## config.mk

```make
export PLATFORM = sky130hd
export DESIGN_NAME = frid_decoder
export DESIGN_NICKNAME = d
export VERILOG_FILES = /design/src/frid_decoder.v
export VERILOG_INCLUDE_DIRS = /design/src /design/src/src
export SDC_FILE = /design/constraint.sdc
export NUM_CORES = 1
export LEC_CHECK = 0
export ABC_AREA = 1
export BUFFER_PORTS_ARGS = -buffer_cell sky130_fd_sc_hd__buf_2
export CAP_MARGIN = 20
export CORE_ASPECT_RATIO = 0.75
export CORE_MARGIN = 3
export CORE_UTILIZATION = 45
export DETAILED_ROUTE_END_ITERATION = 16
export PLACE_DENSITY_LB_ADDON = 0.1
export SLEW_MARGIN = 10
export SYNTH_ARGS = -nofsm -noshare
export SYNTH_HDL_FRONTEND = slang
export SYNTH_SLANG_ARGS = --single-unit
```

## constraint.sdc

```tcl
create_clock -name clock -period 5.7 [get_ports clock]
set_input_delay 1.14 -clock clock [delete_from_list [all_inputs] [get_ports clock]]
set_output_delay 1.14 -clock clock [all_outputs]
set_load 0.005 [all_outputs]
```

## src/frid_defs.vh

```
`ifndef FRID_DEFS_VH
`define FRID_DEFS_VH
// ----------------------------------------------------------------
// Opcode patterns: upper-byte fields plus the pointer-load sub-field in bits 7:6
// ----------------------------------------------------------------
`define FRID_OP6_MUL 6'h00
`define FRID_OP6_DEC 6'h01
`define FRID_OP6_IOR 6'h04
`define FRID_OP6_AND 6'h05
`define FRID_OP6_XOR 6'h06
`define FRID_OP6_ADDC 6'h08
`define FRID_OP6_ADD 6'h09
`define FRID_OP6_INC 6'h0A
`define FRID_OP6_DECSZ 6'h0B
`define FRID_OP6_RRC 6'h0C
`define FRID_OP6_RLC 6'h0D
`define FRID_OP6_INCSZ 6'h0F
`define FRID_OP6_RRN 6'h10
`define FRID_OP6_RLN 6'h11
`define FRID_OP6_INCSNZ 6'h12
`define FRID_OP6_DECSNZ 6'h13
`define FRID_OP6_SUB_REG_FROM_ACC_BORROW 6'h15
`define FRID_OP6_SUB_ACC_FROM_REG_BORROW 6'h16
`define FRID_OP7_MUL 7'h01
`define FRID_OP7_CPLT 7'h30
`define FRID_OP7_CPEQ 7'h31
`define FRID_OP7_CPGT 7'h32
`define FRID_OP4_BTSS 4'hA
`define FRID_OP4_BTSC 4'hB
`define FRID_OP4_REG_TO_REG_MOVE 4'hC
`define FRID_OP4_SECOND 4'hF
`define FRID_OP8_OR_LITERAL_INTO_ACC 8'h09
`define FRID_OP8_POINTER_LITERAL_LOAD 8'hEE
`define FRID_POINTER_LITERAL_LOAD_SUB 2'h0
// ----------------------------------------------------------------
// Status flag bit positions, reset values, access bank and fixed addresses
// ----------------------------------------------------------------
`define FRID_ST_C 0
`define FRID_ST_DC 1
`define FRID_ST_Z 2
`define FRID_ST_OV 3
`define FRID_ST_N 4
`define FRID_ST_RST 5'h00
`define FRID_BYTE_RST 8'h00
`define FRID_ACCESS_BANK 4'h0
`define FRID_PORT_ADDR 8'h81
`define FRID_TIMER_ZERO_COUNT_ADDR 8'hD6
`endif

```

## src/frid_decoder.v

```verilog
// The address map and strobed register access are this design's own decisions.
`include "frid_defs.vh"

// Contract
// RULE1 - Add and add-with-carry set five flags.
// RULE2 - OR, AND, XOR update zero, negative.
// RULE3 - Compares skip when true, no flags.
// RULE4 - Decrement skips; plain decrement sets flags.
// RULE5 - Increment skips; plain increment sets flags.
// RULE6 - Carry rotates update carry, zero, negative.
// RULE7 - Plain rotates wrap, update zero, negative.
// RULE8 - Subtract with borrow both ways, flags.
// RULE9 - Multiply one cycle, flags unchanged.
// RULE10 - Bit tests skip on clear or set.
// RULE11 - Port self-modify uses pin levels.
// RULE12 - Timer write-back clears assigned prescaler.
// RULE13 - Skip or jump adds a nop cycle.
// RULE14 - Stray second word executes as nop.
// RULE15 - Literal OR into accumulator, flags.
// RULE16 - Destination bit picks accumulator or register.
// RULE17 - Access bit picks access or selected bank.
// RULE18 - Pointer load writes 12-bit literal.
// RULE19 - Pointer load: high byte, then low.
// RULE20 - Bit field selects bit zero to seven.
// RULE21 - Product split into high, low bytes.
// RULE22 - Flags are carry, digit, zero, overflow, negative.
// RULE23 - No-status instructions keep every flag.
module frid_decoder #(
  parameter DW = 8
) (
  clock,
  rst_n,
  clk_en,
  instr_word,
  instr_valid,
  freg_rdata,
  port_pins,
  prescaler_on_timer_zero_count,
  bank_select_reg,
  freg_addr_r,
  freg_bank_r,
  freg_wdata_r,
  freg_we_r,
  working_accumulator_r,
  status_r,
  product_high_byte_r,
  product_low_byte_r,
  skip_next_r,
  nop_cycle_r,
  prescaler_clr_r,
  ptr_sel_r,
  ptr_hi_we_r,
  ptr_lo_we_r,
  ptr_data_r,
  busy_r
);
  input wire clock;
  input wire rst_n;
  input wire clk_en;
  input wire [15:0] instr_word;
  input wire instr_valid;
  input wire [DW-1:0] freg_rdata;
  input wire [DW-1:0] port_pins;
  input wire prescaler_on_timer_zero_count;
  input wire [3:0] bank_select_reg;
  output reg [7:0] freg_addr_r;
  output reg [3:0] freg_bank_r;
  output reg [DW-1:0] freg_wdata_r;
  output reg freg_we_r;
  output reg [DW-1:0] working_accumulator_r;
  output reg [4:0] status_r;
  output reg [DW-1:0] product_high_byte_r;
  output reg [DW-1:0] product_low_byte_r;
  output reg skip_next_r;
  output reg nop_cycle_r;
  output reg prescaler_clr_r;
  output reg [1:0] ptr_sel_r;
  output reg ptr_hi_we_r;
  output reg ptr_lo_we_r;
  output reg [7:0] ptr_data_r;
  output reg busy_r;

  // ----------------------------------------------------------------
  // Sequencer states
  // ----------------------------------------------------------------
  localparam ST_EXEC = 2'b00;
  localparam ST_LFSR2 = 2'b01;
  localparam ST_SKIPNOP = 2'b10;
  localparam ST_MOVFF2 = 2'b11;

  reg [1:0] state_r;
  reg [1:0] state_nxt;

  wire [5:0] op6 = instr_word[15:10];
  wire [6:0] op7 = instr_word[15:9];
  wire [3:0] op4 = instr_word[15:12];
  wire dest_bit = instr_word[9];
  wire acc_bit = instr_word[8];
  wire [2:0] bit_pos = instr_word[11:9];
  wire [7:0] faddr = instr_word[7:0];

  // Pin levels replace the latch so input pins driven low write back as 0.
  // RULE11 pin operand select
  wire [DW-1:0] opnd = (faddr == `FRID_PORT_ADDR) ? port_pins : freg_rdata;
  wire [DW-1:0] w = working_accumulator_r;
  wire cin = status_r[`FRID_ST_C];

  // ----------------------------------------------------------------
  // Arithmetic datapath
  // ----------------------------------------------------------------
  reg [DW-1:0] res;
  reg [4:0] st_new;
  reg [4:0] st_mask;
  reg writes;
  reg skip;
  reg is_mul;
  reg [DW:0] sum;
  reg [4:0] nib;
  reg [DW-1:0] a_in;
  reg [DW-1:0] b_in;
  reg c_in;

  // Generic adder: a + b + c, borrow forms fed with inverted operand.
  always @*
  begin
    a_in = w;
    b_in = opnd;
    c_in = 1'b0;
    res = opnd;
    st_mask = 5'h00;
    writes = 1'b0;
    skip = 1'b0;
    is_mul = 1'b0;
    case (op6)
      `FRID_OP6_ADD, `FRID_OP6_ADDC:
      begin
        // RULE1 add decode
        c_in = (op6 == `FRID_OP6_ADDC) ? cin : 1'b0;
      end
      `FRID_OP6_SUB_ACC_FROM_REG_BORROW:
      begin
        // RULE8 reg minus acc
        a_in = opnd;
        b_in = ~w;
        c_in = cin;
      end
      `FRID_OP6_SUB_REG_FROM_ACC_BORROW:
      begin
        // RULE8 acc minus reg
        b_in = ~opnd;
        c_in = cin;
      end
      `FRID_OP6_DEC, `FRID_OP6_DECSZ, `FRID_OP6_DECSNZ:
      begin
        a_in = opnd;
        b_in = {DW{1'b1}};
      end
      `FRID_OP6_INC, `FRID_OP6_INCSZ, `FRID_OP6_INCSNZ:
      begin
        a_in = opnd;
        b_in = {DW{1'b0}};
        c_in = 1'b1;
      end
      default:
      begin
        a_in = w;
      end
    endcase
    sum = {1'b0, a_in} + {1'b0, b_in} + {{DW{1'b0}}, c_in};
    nib = {1'b0, a_in[3:0]} + {1'b0, b_in[3:0]} + {4'h0, c_in};
    st_new[`FRID_ST_C] = sum[DW];
    st_new[`FRID_ST_DC] = nib[4];
    st_new[`FRID_ST_OV] = (a_in[DW-1] == b_in[DW-1]) && (sum[DW-1] != a_in[DW-1]);
    case (op6)
      `FRID_OP6_ADD, `FRID_OP6_ADDC, `FRID_OP6_SUB_ACC_FROM_REG_BORROW, `FRID_OP6_SUB_REG_FROM_ACC_BORROW,
      `FRID_OP6_DEC, `FRID_OP6_INC:
      begin
        // RULE22 five ALU flags
        res = sum[DW-1:0];
        st_mask = 5'h1F;
        writes = 1'b1;
      end
      `FRID_OP6_DECSZ, `FRID_OP6_INCSZ:
      begin
        // RULE4 skip on zero
        res = sum[DW-1:0];
        writes = 1'b1;
        skip = (sum[DW-1:0] == {DW{1'b0}});
      end
      `FRID_OP6_DECSNZ, `FRID_OP6_INCSNZ:
      begin
        // RULE5 skip on nonzero
        res = sum[DW-1:0];
        writes = 1'b1;
        skip = (sum[DW-1:0] != {DW{1'b0}});
      end
      `FRID_OP6_IOR, `FRID_OP6_AND, `FRID_OP6_XOR:
      begin
        // RULE2 logic ops
        res = (op6 == `FRID_OP6_IOR) ? (w | opnd) :
              (op6 == `FRID_OP6_AND) ? (w & opnd) : (w ^ opnd);
        st_mask = 5'h14;
        writes = 1'b1;
      end
      `FRID_OP6_RLC, `FRID_OP6_RRC:
      begin
        // RULE6 rotate through carry
        res = (op6 == `FRID_OP6_RLC) ? {opnd[DW-2:0], cin} : {cin, opnd[DW-1:1]};
        st_new[`FRID_ST_C] = (op6 == `FRID_OP6_RLC) ? opnd[DW-1] : opnd[0];
        st_mask = 5'h15;
        writes = 1'b1;
      end
      `FRID_OP6_RLN, `FRID_OP6_RRN:
      begin
        // RULE7 plain rotate wrap
        res = (op6 == `FRID_OP6_RLN) ? {opnd[DW-2:0], opnd[DW-1]} :
              {opnd[0], opnd[DW-1:1]};
        st_mask = 5'h14;
        writes = 1'b1;
      end
      default:
      begin
        res = opnd;
      end
    endcase
    // RULE3 compare skips
    if (op7 == `FRID_OP7_CPLT)
      skip = (opnd < w);
    if (op7 == `FRID_OP7_CPEQ)
      skip = (opnd == w);
    if (op7 == `FRID_OP7_CPGT)
      skip = (opnd > w);
    // RULE9 multiply no flags
    if (op7 == `FRID_OP7_MUL)
      is_mul = 1'b1;
    // RULE10 bit test skip
    // RULE20 bit position
    if (op4 == `FRID_OP4_BTSC)
      skip = ~opnd[bit_pos];
    if (op4 == `FRID_OP4_BTSS)
      skip = opnd[bit_pos];
    st_new[`FRID_ST_Z] = (res == {DW{1'b0}});
    st_new[`FRID_ST_N] = res[DW-1];
  end

  wire [2*DW-1:0] prod = w * opnd;
  wire is_or_literal_into_acc = (instr_word[15:8] == `FRID_OP8_OR_LITERAL_INTO_ACC);
  wire is_pointer_literal_load = (instr_word[15:8] == `FRID_OP8_POINTER_LITERAL_LOAD) &&
                 (instr_word[7:6] == `FRID_POINTER_LITERAL_LOAD_SUB);
  wire is_reg_to_reg_move = (op4 == `FRID_OP4_REG_TO_REG_MOVE);
  wire [DW-1:0] lit_or = w | instr_word[DW-1:0];

  // ----------------------------------------------------------------
  // Next state
  // ----------------------------------------------------------------
  always @*
  begin
    state_nxt = state_r;
    case (state_r)
      ST_EXEC:
      begin
        if (instr_valid)
        begin
          // RULE13 extra nop cycle
          if (is_pointer_literal_load)
            state_nxt = ST_LFSR2;
          else if (is_reg_to_reg_move)
            state_nxt = ST_MOVFF2;
          else if (skip)
            state_nxt = ST_SKIPNOP;
        end
      end
      ST_LFSR2, ST_SKIPNOP, ST_MOVFF2:
      begin
        if (instr_valid)
          state_nxt = ST_EXEC;
      end
      default:
      begin
        state_nxt = ST_EXEC;
      end
    endcase
  end

  // One instruction word consumed per enabled cycle with instr_valid high.
  always @(posedge clock)
  begin
    if (!rst_n)
    begin
      state_r <= ST_EXEC;
      freg_addr_r <= 8'h00;
      freg_bank_r <= `FRID_ACCESS_BANK;
      freg_wdata_r <= {DW{1'b0}};
      freg_we_r <= 1'b0;
      working_accumulator_r <= {DW{1'b0}};
      status_r <= `FRID_ST_RST;
      product_high_byte_r <= {DW{1'b0}};
      product_low_byte_r <= {DW{1'b0}};
      skip_next_r <= 1'b0;
      nop_cycle_r <= 1'b0;
      prescaler_clr_r <= 1'b0;
      ptr_sel_r <= 2'h0;
      ptr_hi_we_r <= 1'b0;
      ptr_lo_we_r <= 1'b0;
      ptr_data_r <= `FRID_BYTE_RST;
      busy_r <= 1'b0;
    end
    else if (clk_en)
    begin
      state_r <= state_nxt;
      freg_we_r <= 1'b0;
      skip_next_r <= 1'b0;
      nop_cycle_r <= 1'b0;
      prescaler_clr_r <= 1'b0;
      ptr_hi_we_r <= 1'b0;
      ptr_lo_we_r <= 1'b0;
      busy_r <= (state_nxt != ST_EXEC);
      if (instr_valid && state_r == ST_EXEC)
      begin
        freg_addr_r <= faddr;
        // RULE17 bank select
        freg_bank_r <= acc_bit ? bank_select_reg : `FRID_ACCESS_BANK;
        skip_next_r <= skip;
        // RULE14 stray second word
        nop_cycle_r <= (op4 == `FRID_OP4_SECOND);
        if (is_or_literal_into_acc)
        begin
          // RULE15 literal OR
          working_accumulator_r <= lit_or;
          status_r[`FRID_ST_Z] <= (lit_or == {DW{1'b0}});
          status_r[`FRID_ST_N] <= lit_or[DW-1];
        end
        else if (is_pointer_literal_load)
        begin
          // RULE18 pointer index
          // RULE19 high byte first
          ptr_sel_r <= instr_word[5:4];
          ptr_data_r <= {4'h0, instr_word[3:0]};
          ptr_hi_we_r <= 1'b1;
        end
        else if (is_mul)
        begin
          // RULE21 product pair
          product_high_byte_r <= prod[2*DW-1:DW];
          product_low_byte_r <= prod[DW-1:0];
        end
        else if (writes)
        begin
          // RULE23 masked flag update
          status_r <= (status_r & ~st_mask) | (st_new & st_mask);
          // RULE16 destination select
          if (dest_bit)
          begin
            freg_wdata_r <= res;
            freg_we_r <= 1'b1;
            // RULE12 prescaler clear
            prescaler_clr_r <= (faddr == `FRID_TIMER_ZERO_COUNT_ADDR) && prescaler_on_timer_zero_count;
          end
          else
            working_accumulator_r <= res;
        end
      end
      else if (instr_valid && state_r == ST_LFSR2)
      begin
        // RULE19 low byte second
        ptr_data_r <= instr_word[7:0];
        ptr_lo_we_r <= 1'b1;
      end
      else if (instr_valid)
      begin
        // RULE14 second word nop
        // RULE13 nop second cycle
        nop_cycle_r <= 1'b1;
      end
    end
  end
endmodule // frid_decoder

```

## Word level (Yosys, flattened, before mapping)

Cells that the tools add are included.
W data, S select, Z words.

- Multipliers: 1
- Bitwise logic cells: 14
- Mux-type cells: 65
- $add $sub $neg: 4
- Order comparisons: 3
- Eq/ne operators: 40
- Reductions and logical operators: 37

Operator list:

| cell | count |
|---|---|
| $mux W8 | 15 |
| $pmux W8 S4 | 2 |
| $eq A6 B4 Y1 const B | 7 |
| $eq A6 B5 Y1 const B | 6 |
| $mux W1 | 34 |
| $eq A8 B8 Y1 const B | 3 |
| $logic_not A8 Y1 | 3 |
| $eq A7 B6 Y1 const B | 3 |
| $eq A6 B3 Y1 const B | 3 |
| $reduce_or A17 Y1 | 1 |
| $eq A4 B4 Y1 const B | 4 |
| $mul A8 B8 Y16 | 1 |
| $not A8 Y8 | 2 |
| $or A8 B8 Y8 | 2 |
| $mux W5 | 3 |
| $pmux W5 S3 | 1 |
| $reduce_and A6 Y1 | 2 |
| $reduce_or A2 Y1 | 6 |
| $reduce_or A3 Y1 | 4 |
| $and A5 B5 Y5 | 2 |
| $mux W2 | 5 |
| $reduce_and A5 Y1 | 2 |
| $reduce_or A10 Y1 | 1 |
| $add A8 B8 Y9 | 1 |
| 36 further kinds | 51 |

- Output and inout bits: 66
- Bits in registers: 68

## Depth between registers and ports, before layout

Gate-level depths: netlist (run 1).

- Depth after elaboration: 19
- Depth in mapped cells: 31
- Gate-level depth less buffers: 31

## Worst setup path before layout (run 1)

No wires, ideal clock.

- Kind: input to register
- Start: in instr_word[5]
- End: reg product_high_byte_r[5]
- Setup time: 0.116 ns
- Buffers on the path: 1
- Setup slack: -0.132 ns
- Arrival time: 5.715 ns
- Cell stages on the path: 27
- Cell sequence: inv_2 nand2_1 nor2_4 nand3b_1 nand2_1 buf_1 nor2_1 fa_1 fa_1 inv_1 fa_1 fa_1 inv_1 ha_1 nand2_1 o21ai_0 nand2_1 nand2_1 a21oi_1 o21ai_0 nand2_1 nand2_1 nand2_1 nand3_1 nand3_1 o211ai_1 inv_1

- Cells in the longest elaborated chain, start to end: 3

Ends and longest elaborated chain:

| element | RTL line | RTL |
|---|---|---|
| from (decl) | frid_decoder.v:60 | `input wire [15:0] instr_word;` |
| $eq A8 B8 Y1 (no line) | n/a |  |
| $mux W8 | frid_decoder.v:104 | `` wire [DW-1:0] opnd = (faddr == `FRID_PORT_ADDR) ? port_pins : freg_rdata; `` |
| $mul A8 B8 Y16 | frid_decoder.v:246 | `wire [2*DW-1:0] prod = w * opnd;` |
| to (signal assigned) | frid_decoder.v:297 | `product_high_byte_r <= {DW{1'b0}};` |
| to (signal assigned) | frid_decoder.v:344 | `product_high_byte_r <= prod[2*DW-1:DW];` |
| to (decl) | frid_decoder.v:72 | `output reg [DW-1:0] product_high_byte_r;` |

Every way passes these cells.
A chain may end at the register's enable or synchronous reset.

## Worst setup path in the final report (run 1)

- Start: in instr_word[3]
- End: reg product_high_byte_r[6]

Same word-level chain as after synthesis.

==> flow_summary.ini, run 1 <==
[run_status]
status = finished, final reports clean

[clock_tree]
cts_root_buf = clkbuf_16
cts_tree = yes
htreeDepth = 3
clockBufferDepth = 2
path_clk_slew_ns = 0.06
num_cts_buffers = 9
sink_count_of_the_clock_tree = 68
worst_skew_pair.late_latency_ns = 0.36
postCtsHoldBufs = 0

[yosys]
synth.most_common_cell = nand2_1
syn-num-nets = 1191
synth.yosys.warnings = 0
syn-instance-count = 1045
synth_flop_cell = dfxtp_1
async_reset_ff_share_pct = 0
netlist_top_cells_count = nand2_1, inv_1, nor2_1, o21ai_0
syn-cell-area_um2 = 7002
synth_top_cell_by_area = dfxtp_1
synth-edff-count = 0
syn_area_per_cell_um2 = 6.700
yosys.area.top_type_share_pct = 19.44
synth_cell_type_count = 46
ys_seq_elements = 68
synth_area_leaders = dfxtp_1, ha_1, nand2_1, fa_1, inv_1
synth.yosys.seq_area_share_pct = 19.44

[critical_path]
crit_arrival_ns = 5.72
crit_required_ns = 5.94
critical_path_peak_fanout = 7
start_kind = primary input
crit_type = primary input to flop
reg2reg_setup_slack_ns = 0.97
setup.worst_path.end_class = flop

[sta]
fin_crit_ns = 5.485
fmaxAchievable_ghz = 0.1823
final-hold-violation-count = 0
final-max-slew-violation-count = 0
timing.setup.tns_ns = 0
timing.clock.skew_ns = 0.01893
least_margin_pin_slew_ns = 0.8939
tightest_slew_margin_relative_to_the_limit_pct = 39.95
setup-violations-final = 0
fin_hold_ws_ns = 0.4595
final_clock_period_utilization_by_the_worst_path_pct = 96.22

[placement]
final_gp_congestion = 1.047
place_area_um2 = 8394
hpwlAfterDp_um = 20230
place.port_buffers = 106

[power_and_ir_drop]
p_leak_uw = 0.004848
pwr_density_cell_nw_per_um2 = 169.6
irDropWorstVdd_mv = 0.1933

[layout]
numnets_final = 1384
area_growth_synth_to_finish_pct = 27.06
post_route_cells_drive_above_1_share_pct = 25.02
final_design_area_excluding_fillers_um2 = 8896

[die]
top_level_ports = 107
die_height_um = 114.0
initial_core_util_pct = 47.20
floorplan.die.width_um = 150.0
die_area_um2 = 17110
core_region_area_um2 = 14830
placement_rows = 38

[min_path]
hp-class = flop to flop

[drt]
drt-initial-drc-count = 704
drt_pass1_iterations = 6
postRouteWirelength_um = 25700
drcViolationCount = 0
detailroute.via_count = 7830
avgRoutedWirePerCell_um = 17.80
detail_route.vias_per_cell = 5.422
drtAntennaViolNets = 0

[global_routing]
grt_antenna_before_repair = 0
grt_pass1_wl_um = 39250
track_usage_pct = 29.79
first_global_vias = 7155
largest_net_degree_at_the_start_of_global_routing = 41
final_global_route_overflow_total = 0

[run]
maxCapViolations = 0
## power by group
part           switching [uW]  internal (uW)  leakage (uW)
logic                     263            154       0.00415
clock network             251            345      0.000147
registers                9.35            486      0.000551
## critical path: stages
cell      delay [ns]
buf_2           0.11
inv_2           0.06
nand2_2         0.07
nor2_4          0.26
nand2_4         0.15
nand2_2         0.12
nand2_4         0.08
buf_4           0.15
inv_4           0.04
nand2_1         0.06
fa_1            0.56
inv_1           0.06
fa_1            0.56
fa_1            0.45
fa_1            0.49
ha_1            0.31
a21oi_1         0.15
o21ai_1         0.09
a21oi_2         0.18
o21ai_2         0.08
a21oi_1         0.12
o21bai_1        0.08
xor2_1          0.15
o21ai_0         0.14
inv_1           0.05
## kinds of logic (layout without fill, tap and decap cells)
logic type                 Yosys count  after routing  synth area share, %
and+or+nand+nor                    476            476                30.16
adders and majority gates          105            105                22.84
xor gates and xnor gates            12             12                1.501
buffers and inverters              191            389                10.70
AOI/OAI and AO/OA                  193            193                15.35
DFF                                 68             68                19.44
other                                0              1                    0
## through the flow
step	power (uW)	std cells	worst slack (ns)	utilization [%]
3_5_place_dp	895.5	1420	-0.2483	56.59
6_report	1509	1444	0.2153	59.97
2_1_floorplan	733.6	1045	-0.01010	-
4_1_cts	1483	1436	0.09632	58.65
5_1_grt	1573	1443	-0.005703	59.95
3_3_place_gp	894.8	1420	-0.1710	56.59
## layout by cell type, fill, tap and decap left out, drive strengths merged, types with 2 or more instances in the layout
cell,instances
o2111ai,7
xor2,8
or2,3
ha,67
o221ai,2
clkbuf,9
nor4,6
nor2,150
a211oi,10
nand4,12
dfxtp,68
a21oi,69
o211ai,8
buf,207
inv,162
clkinv,9
o21ai,87
fa,38
nor3,8
nand3,63
a31oi,6
xnor2,4
nand2,229
o21bai,2
nand3b,4
## timing repair
item,in CTS,in global routing
gates resized for setup,0,30
setup buffers,0,6
setup endpoints to repair,0,7
endpoints found under the hold margin,0,0
## registers in the layout (all words and copies together), names as in the netlist, 2 cells and up, named ones only
| name | flops |
|---|---|
| ptr_data_r | 8 |
| ptr_sel_r | 2 |
| freg_bank_r | 4 |
| product_high_byte_r | 8 |
| product_low_byte_r | 8 |
| state_r | 2 |
| working_accumulator_r | 8 |
| freg_addr_r | 8 |
| status_r | 2 |
| freg_wdata_r | 8 |
## final cells by class
type	instances	area [um^2]
multi-input combinational	786	5016
antenna	1	2.502
timing repair buffer	207	1329
sequential	68	1361
fill	1444	5938
tap	200	250.2
inverter	166	630.6
clock buffer	9	225.2
clock inverter	7	81.33
## metal layers
layer	GRT usage [%]	share of wire, %	routed length (um)	vias up
met2	39.50	38	9862	421
met3	9.015	13	3220	29
li1	-	-	-	3769
met1	46.53	48	12260	3611
met5	0	0	0	-
met4	6.825	1.4	357	0
## path summary, 6_finish.rpt
check,from,end,depth (start not counted)
worst min register to register,freg_bank_r[2]$_SDFFE_PN0P_,freg_bank_r[2]$_SDFFE_PN0P_,2
worst max-delay path,instr_word[3],product_high_byte_r[6]$_SDFFE_PN0P_,25
worst max register to register,working_accumulator_r[5]$_SDFFE_PN0P_,product_high_byte_r[5]$_SDFFE_PN0P_,23
worst min-delay path,freg_bank_r[2]$_SDFFE_PN0P_,freg_bank_r[2]$_SDFFE_PN0P_,2
(Power assumes the default switching activity.)
==> inputs of run 2 (changes only) <==
CORE_MARGIN = 4   (was 3)
CORE_UTILIZATION = 30   (was 45)
RECOVER_POWER = 50   (was not set)
==> flow_summary.ini, run 2 (synthesized netlist as in run 1, its figures left out) <==
[die]
core_region_area_um2 = 23000
top_level_ports = 107
placement_rows = 48
floorplan.die.width_um = 184.4
initial_core_util_pct = 30.44
die_area_um2 = 25870
die_height_um = 140.3

[sta]
fin_hold_ws_ns = 0.4656
fin_crit_ns = 5.444
final_clock_period_utilization_by_the_worst_path_pct = 95.50
least_margin_pin_slew_ns = 1.661
setup-violations-final = 0
final-hold-violation-count = 0
tightest_slew_margin_relative_to_the_limit_pct = -10.76
final-max-slew-violation-count = 30
fmaxAchievable_ghz = 0.1837
timing.setup.tns_ns = 0
timing.clock.skew_ns = 0.009528

[placement]
dp.cells = 1532
hpwlAfterDp_um = 22590
place.port_buffers = 106
final_gp_congestion = 0.9319
place_area_um2 = 8597

[critical_path]
reg2regPathDepth = 23
start_kind = primary input
reg2reg_setup_slack_ns = 0.98
regToRegStartpoint = working_accumulator_r[5]$_SDFFE_PN0P_
crit_required_ns = 5.93
timing.rr.end = product_high_byte_r[5]$_SDFFE_PN0P_
crit_arrival_ns = 5.67
crit_type = primary input to flop
setup.worst_path.end_class = flop
critical_path_peak_fanout = 6

[min_path]
min_from = freg_bank_r[2]$_SDFFE_PN0P_
count_of_cells_along_the_worst_hold_path = 2
min_delay_worst_endpoint = freg_bank_r[2]$_SDFFE_PN0P_
hp-class = flop to flop

[layout]
area_growth_synth_to_finish_pct = 28.75
mostFrequentLayoutCell = nand2_1
post_route_cells_drive_above_1_share_pct = 22.66
final_design_area_excluding_fillers_um2 = 9015
layout.cells.most_common_list = nand2_1, inv_1, nor2_1
antennaDiodeCount = 0
numnets_final = 1399
final_cell_count_no_fill = 1558

[drt]
drcViolationCount = 0
avgRoutedWirePerCell_um = 18.03
postRouteWirelength_um = 28090
detail_route.vias_per_cell = 4.918
drt-initial-drc-count = 783
drt_pass1_iterations = 5
detailroute.via_count = 7662
drtAntennaViolNets = 0

[power_and_ir_drop]
irDropWorstVdd_mv = 0.1364
p_leak_uw = 0.004707
pwr_density_cell_nw_per_um2 = 164.0

[clock_tree]
worst_skew_pair.late_latency_ns = 0.34
postCtsHoldBufs = 0
num_cts_buffers = 9
clockBufferDepth = 2
sink_count_of_the_clock_tree = 68
cts_tree = yes
htreeDepth = 3
path_clk_slew_ns = 0.07
cts_root_buf = clkbuf_16

[global_routing]
first_global_vias = 7163
busiest_layer = met1
use_met3_pct = 6.205
track_usage_pct = 21.51
met1_usage_pct = 35.49
grt_antenna_before_repair = 1
grtUsageMet2_pct = 27.31
grt_pass1_wl_um = 42710
largest_net_degree_at_the_start_of_global_routing = 41
final_global_route_overflow_total = 0

[run]
maxCapViolations = 1

[run_status]
violations = capacitance limit, slew limit
status = finished, violations left
run 2: cell types whose count changed in the layout (fill, tap and decap cells not counted), sizes merged:
cell	previous run	this run
inv	162	160
clkbuf	9	53
bufinv	1	0
diode	1	0
clkinv	9	7
clkinvlp	1	5
buf	207	179
run 2: worst max-delay path, cell delays in order:
cell       delay (ns)
buf_2            0.11
inv_2            0.07
nand2_2          0.08
nor2_4           0.27
nand2_4          0.12
buf_4            0.15
nand2_2          0.05
nand2_2          0.08
inv_2            0.06
buf_4            0.10
nor2_1           0.04
fa_1             0.51
inv_1            0.06
fa_1             0.55
fa_1             0.44
fa_1             0.55
inv_1            0.07
ha_4             0.24
buf_4            0.15
a21oi_1          0.15
o21ai_1          0.09
nand2_1          0.07
o2111ai_1        0.11
xor2_1           0.18
o21ai_0          0.16
inv_1            0.06
run 2: worst max-delay path by stage:
stage,start,slack [ns],cells past startpoint,to
floorplan,instr_word[2],-0.01,27,product_high_byte_r[5]$_SDFFE_PN0P_
global placement,instr_word[1],-0.29,28,product_high_byte_r[5]$_SDFFE_PN0P_
detailed placement,instr_word[1],-0.32,25,product_high_byte_r[6]$_SDFFE_PN0P_
CTS,instr_word[1],0.04,25,product_high_byte_r[6]$_SDFFE_PN0P_
global route,instr_word[3],-0.04,29,product_high_byte_r[5]$_SDFFE_PN0P_
finish,instr_word[3],0.26,26,product_high_byte_r[7]$_SDFFE_PN0P_
run 2: timing repair:
item | CTS | global route
endpoints found under the setup margin | 0 | 9
buffers inserted | 0 | 10
gates resized for setup | 0 | 32
run 2: metrics by stage:
step / worst slack, ns / utilization, % / power, uW
detailed placement: -0.3196 / 37.37 / 914.7
floorplan: -0.01010 / - / 733.6
CTS: 0.04382 / 38.62 / 1486
finish: 0.2565 / 39.19 / 1478
global route: -0.03985 / 39.19 / 1565
global placement: -0.2922 / 37.37 / 918.0
run 2: final cells by class:
cell class	instances	area, um^2
fill	2555	13990
clock buffer	10	239.0
inverter	166	634.4
multi-input combinational	786	5000
tap	300	375.4
clock inverter	6	47.55
sequential	68	1361
timing repair buffer	222	1358
run 2: power by group:
part / switching (uW) / internal (uW)
Sequential: 6.38 / 486
Combinational: 272 / 156
Clock: 247 / 310
run 2: per-layer routing:
| metal | vias to the layer above | part of all wire, % |
|---|---|---|
| met5 | - | 0.050 |
| met2 | 286 | 37 |
| met1 | 3553 | 53 |
| met4 | 2 | 1.0 |
| li1 | 3798 | - |
| met3 | 23 | 9.4 |
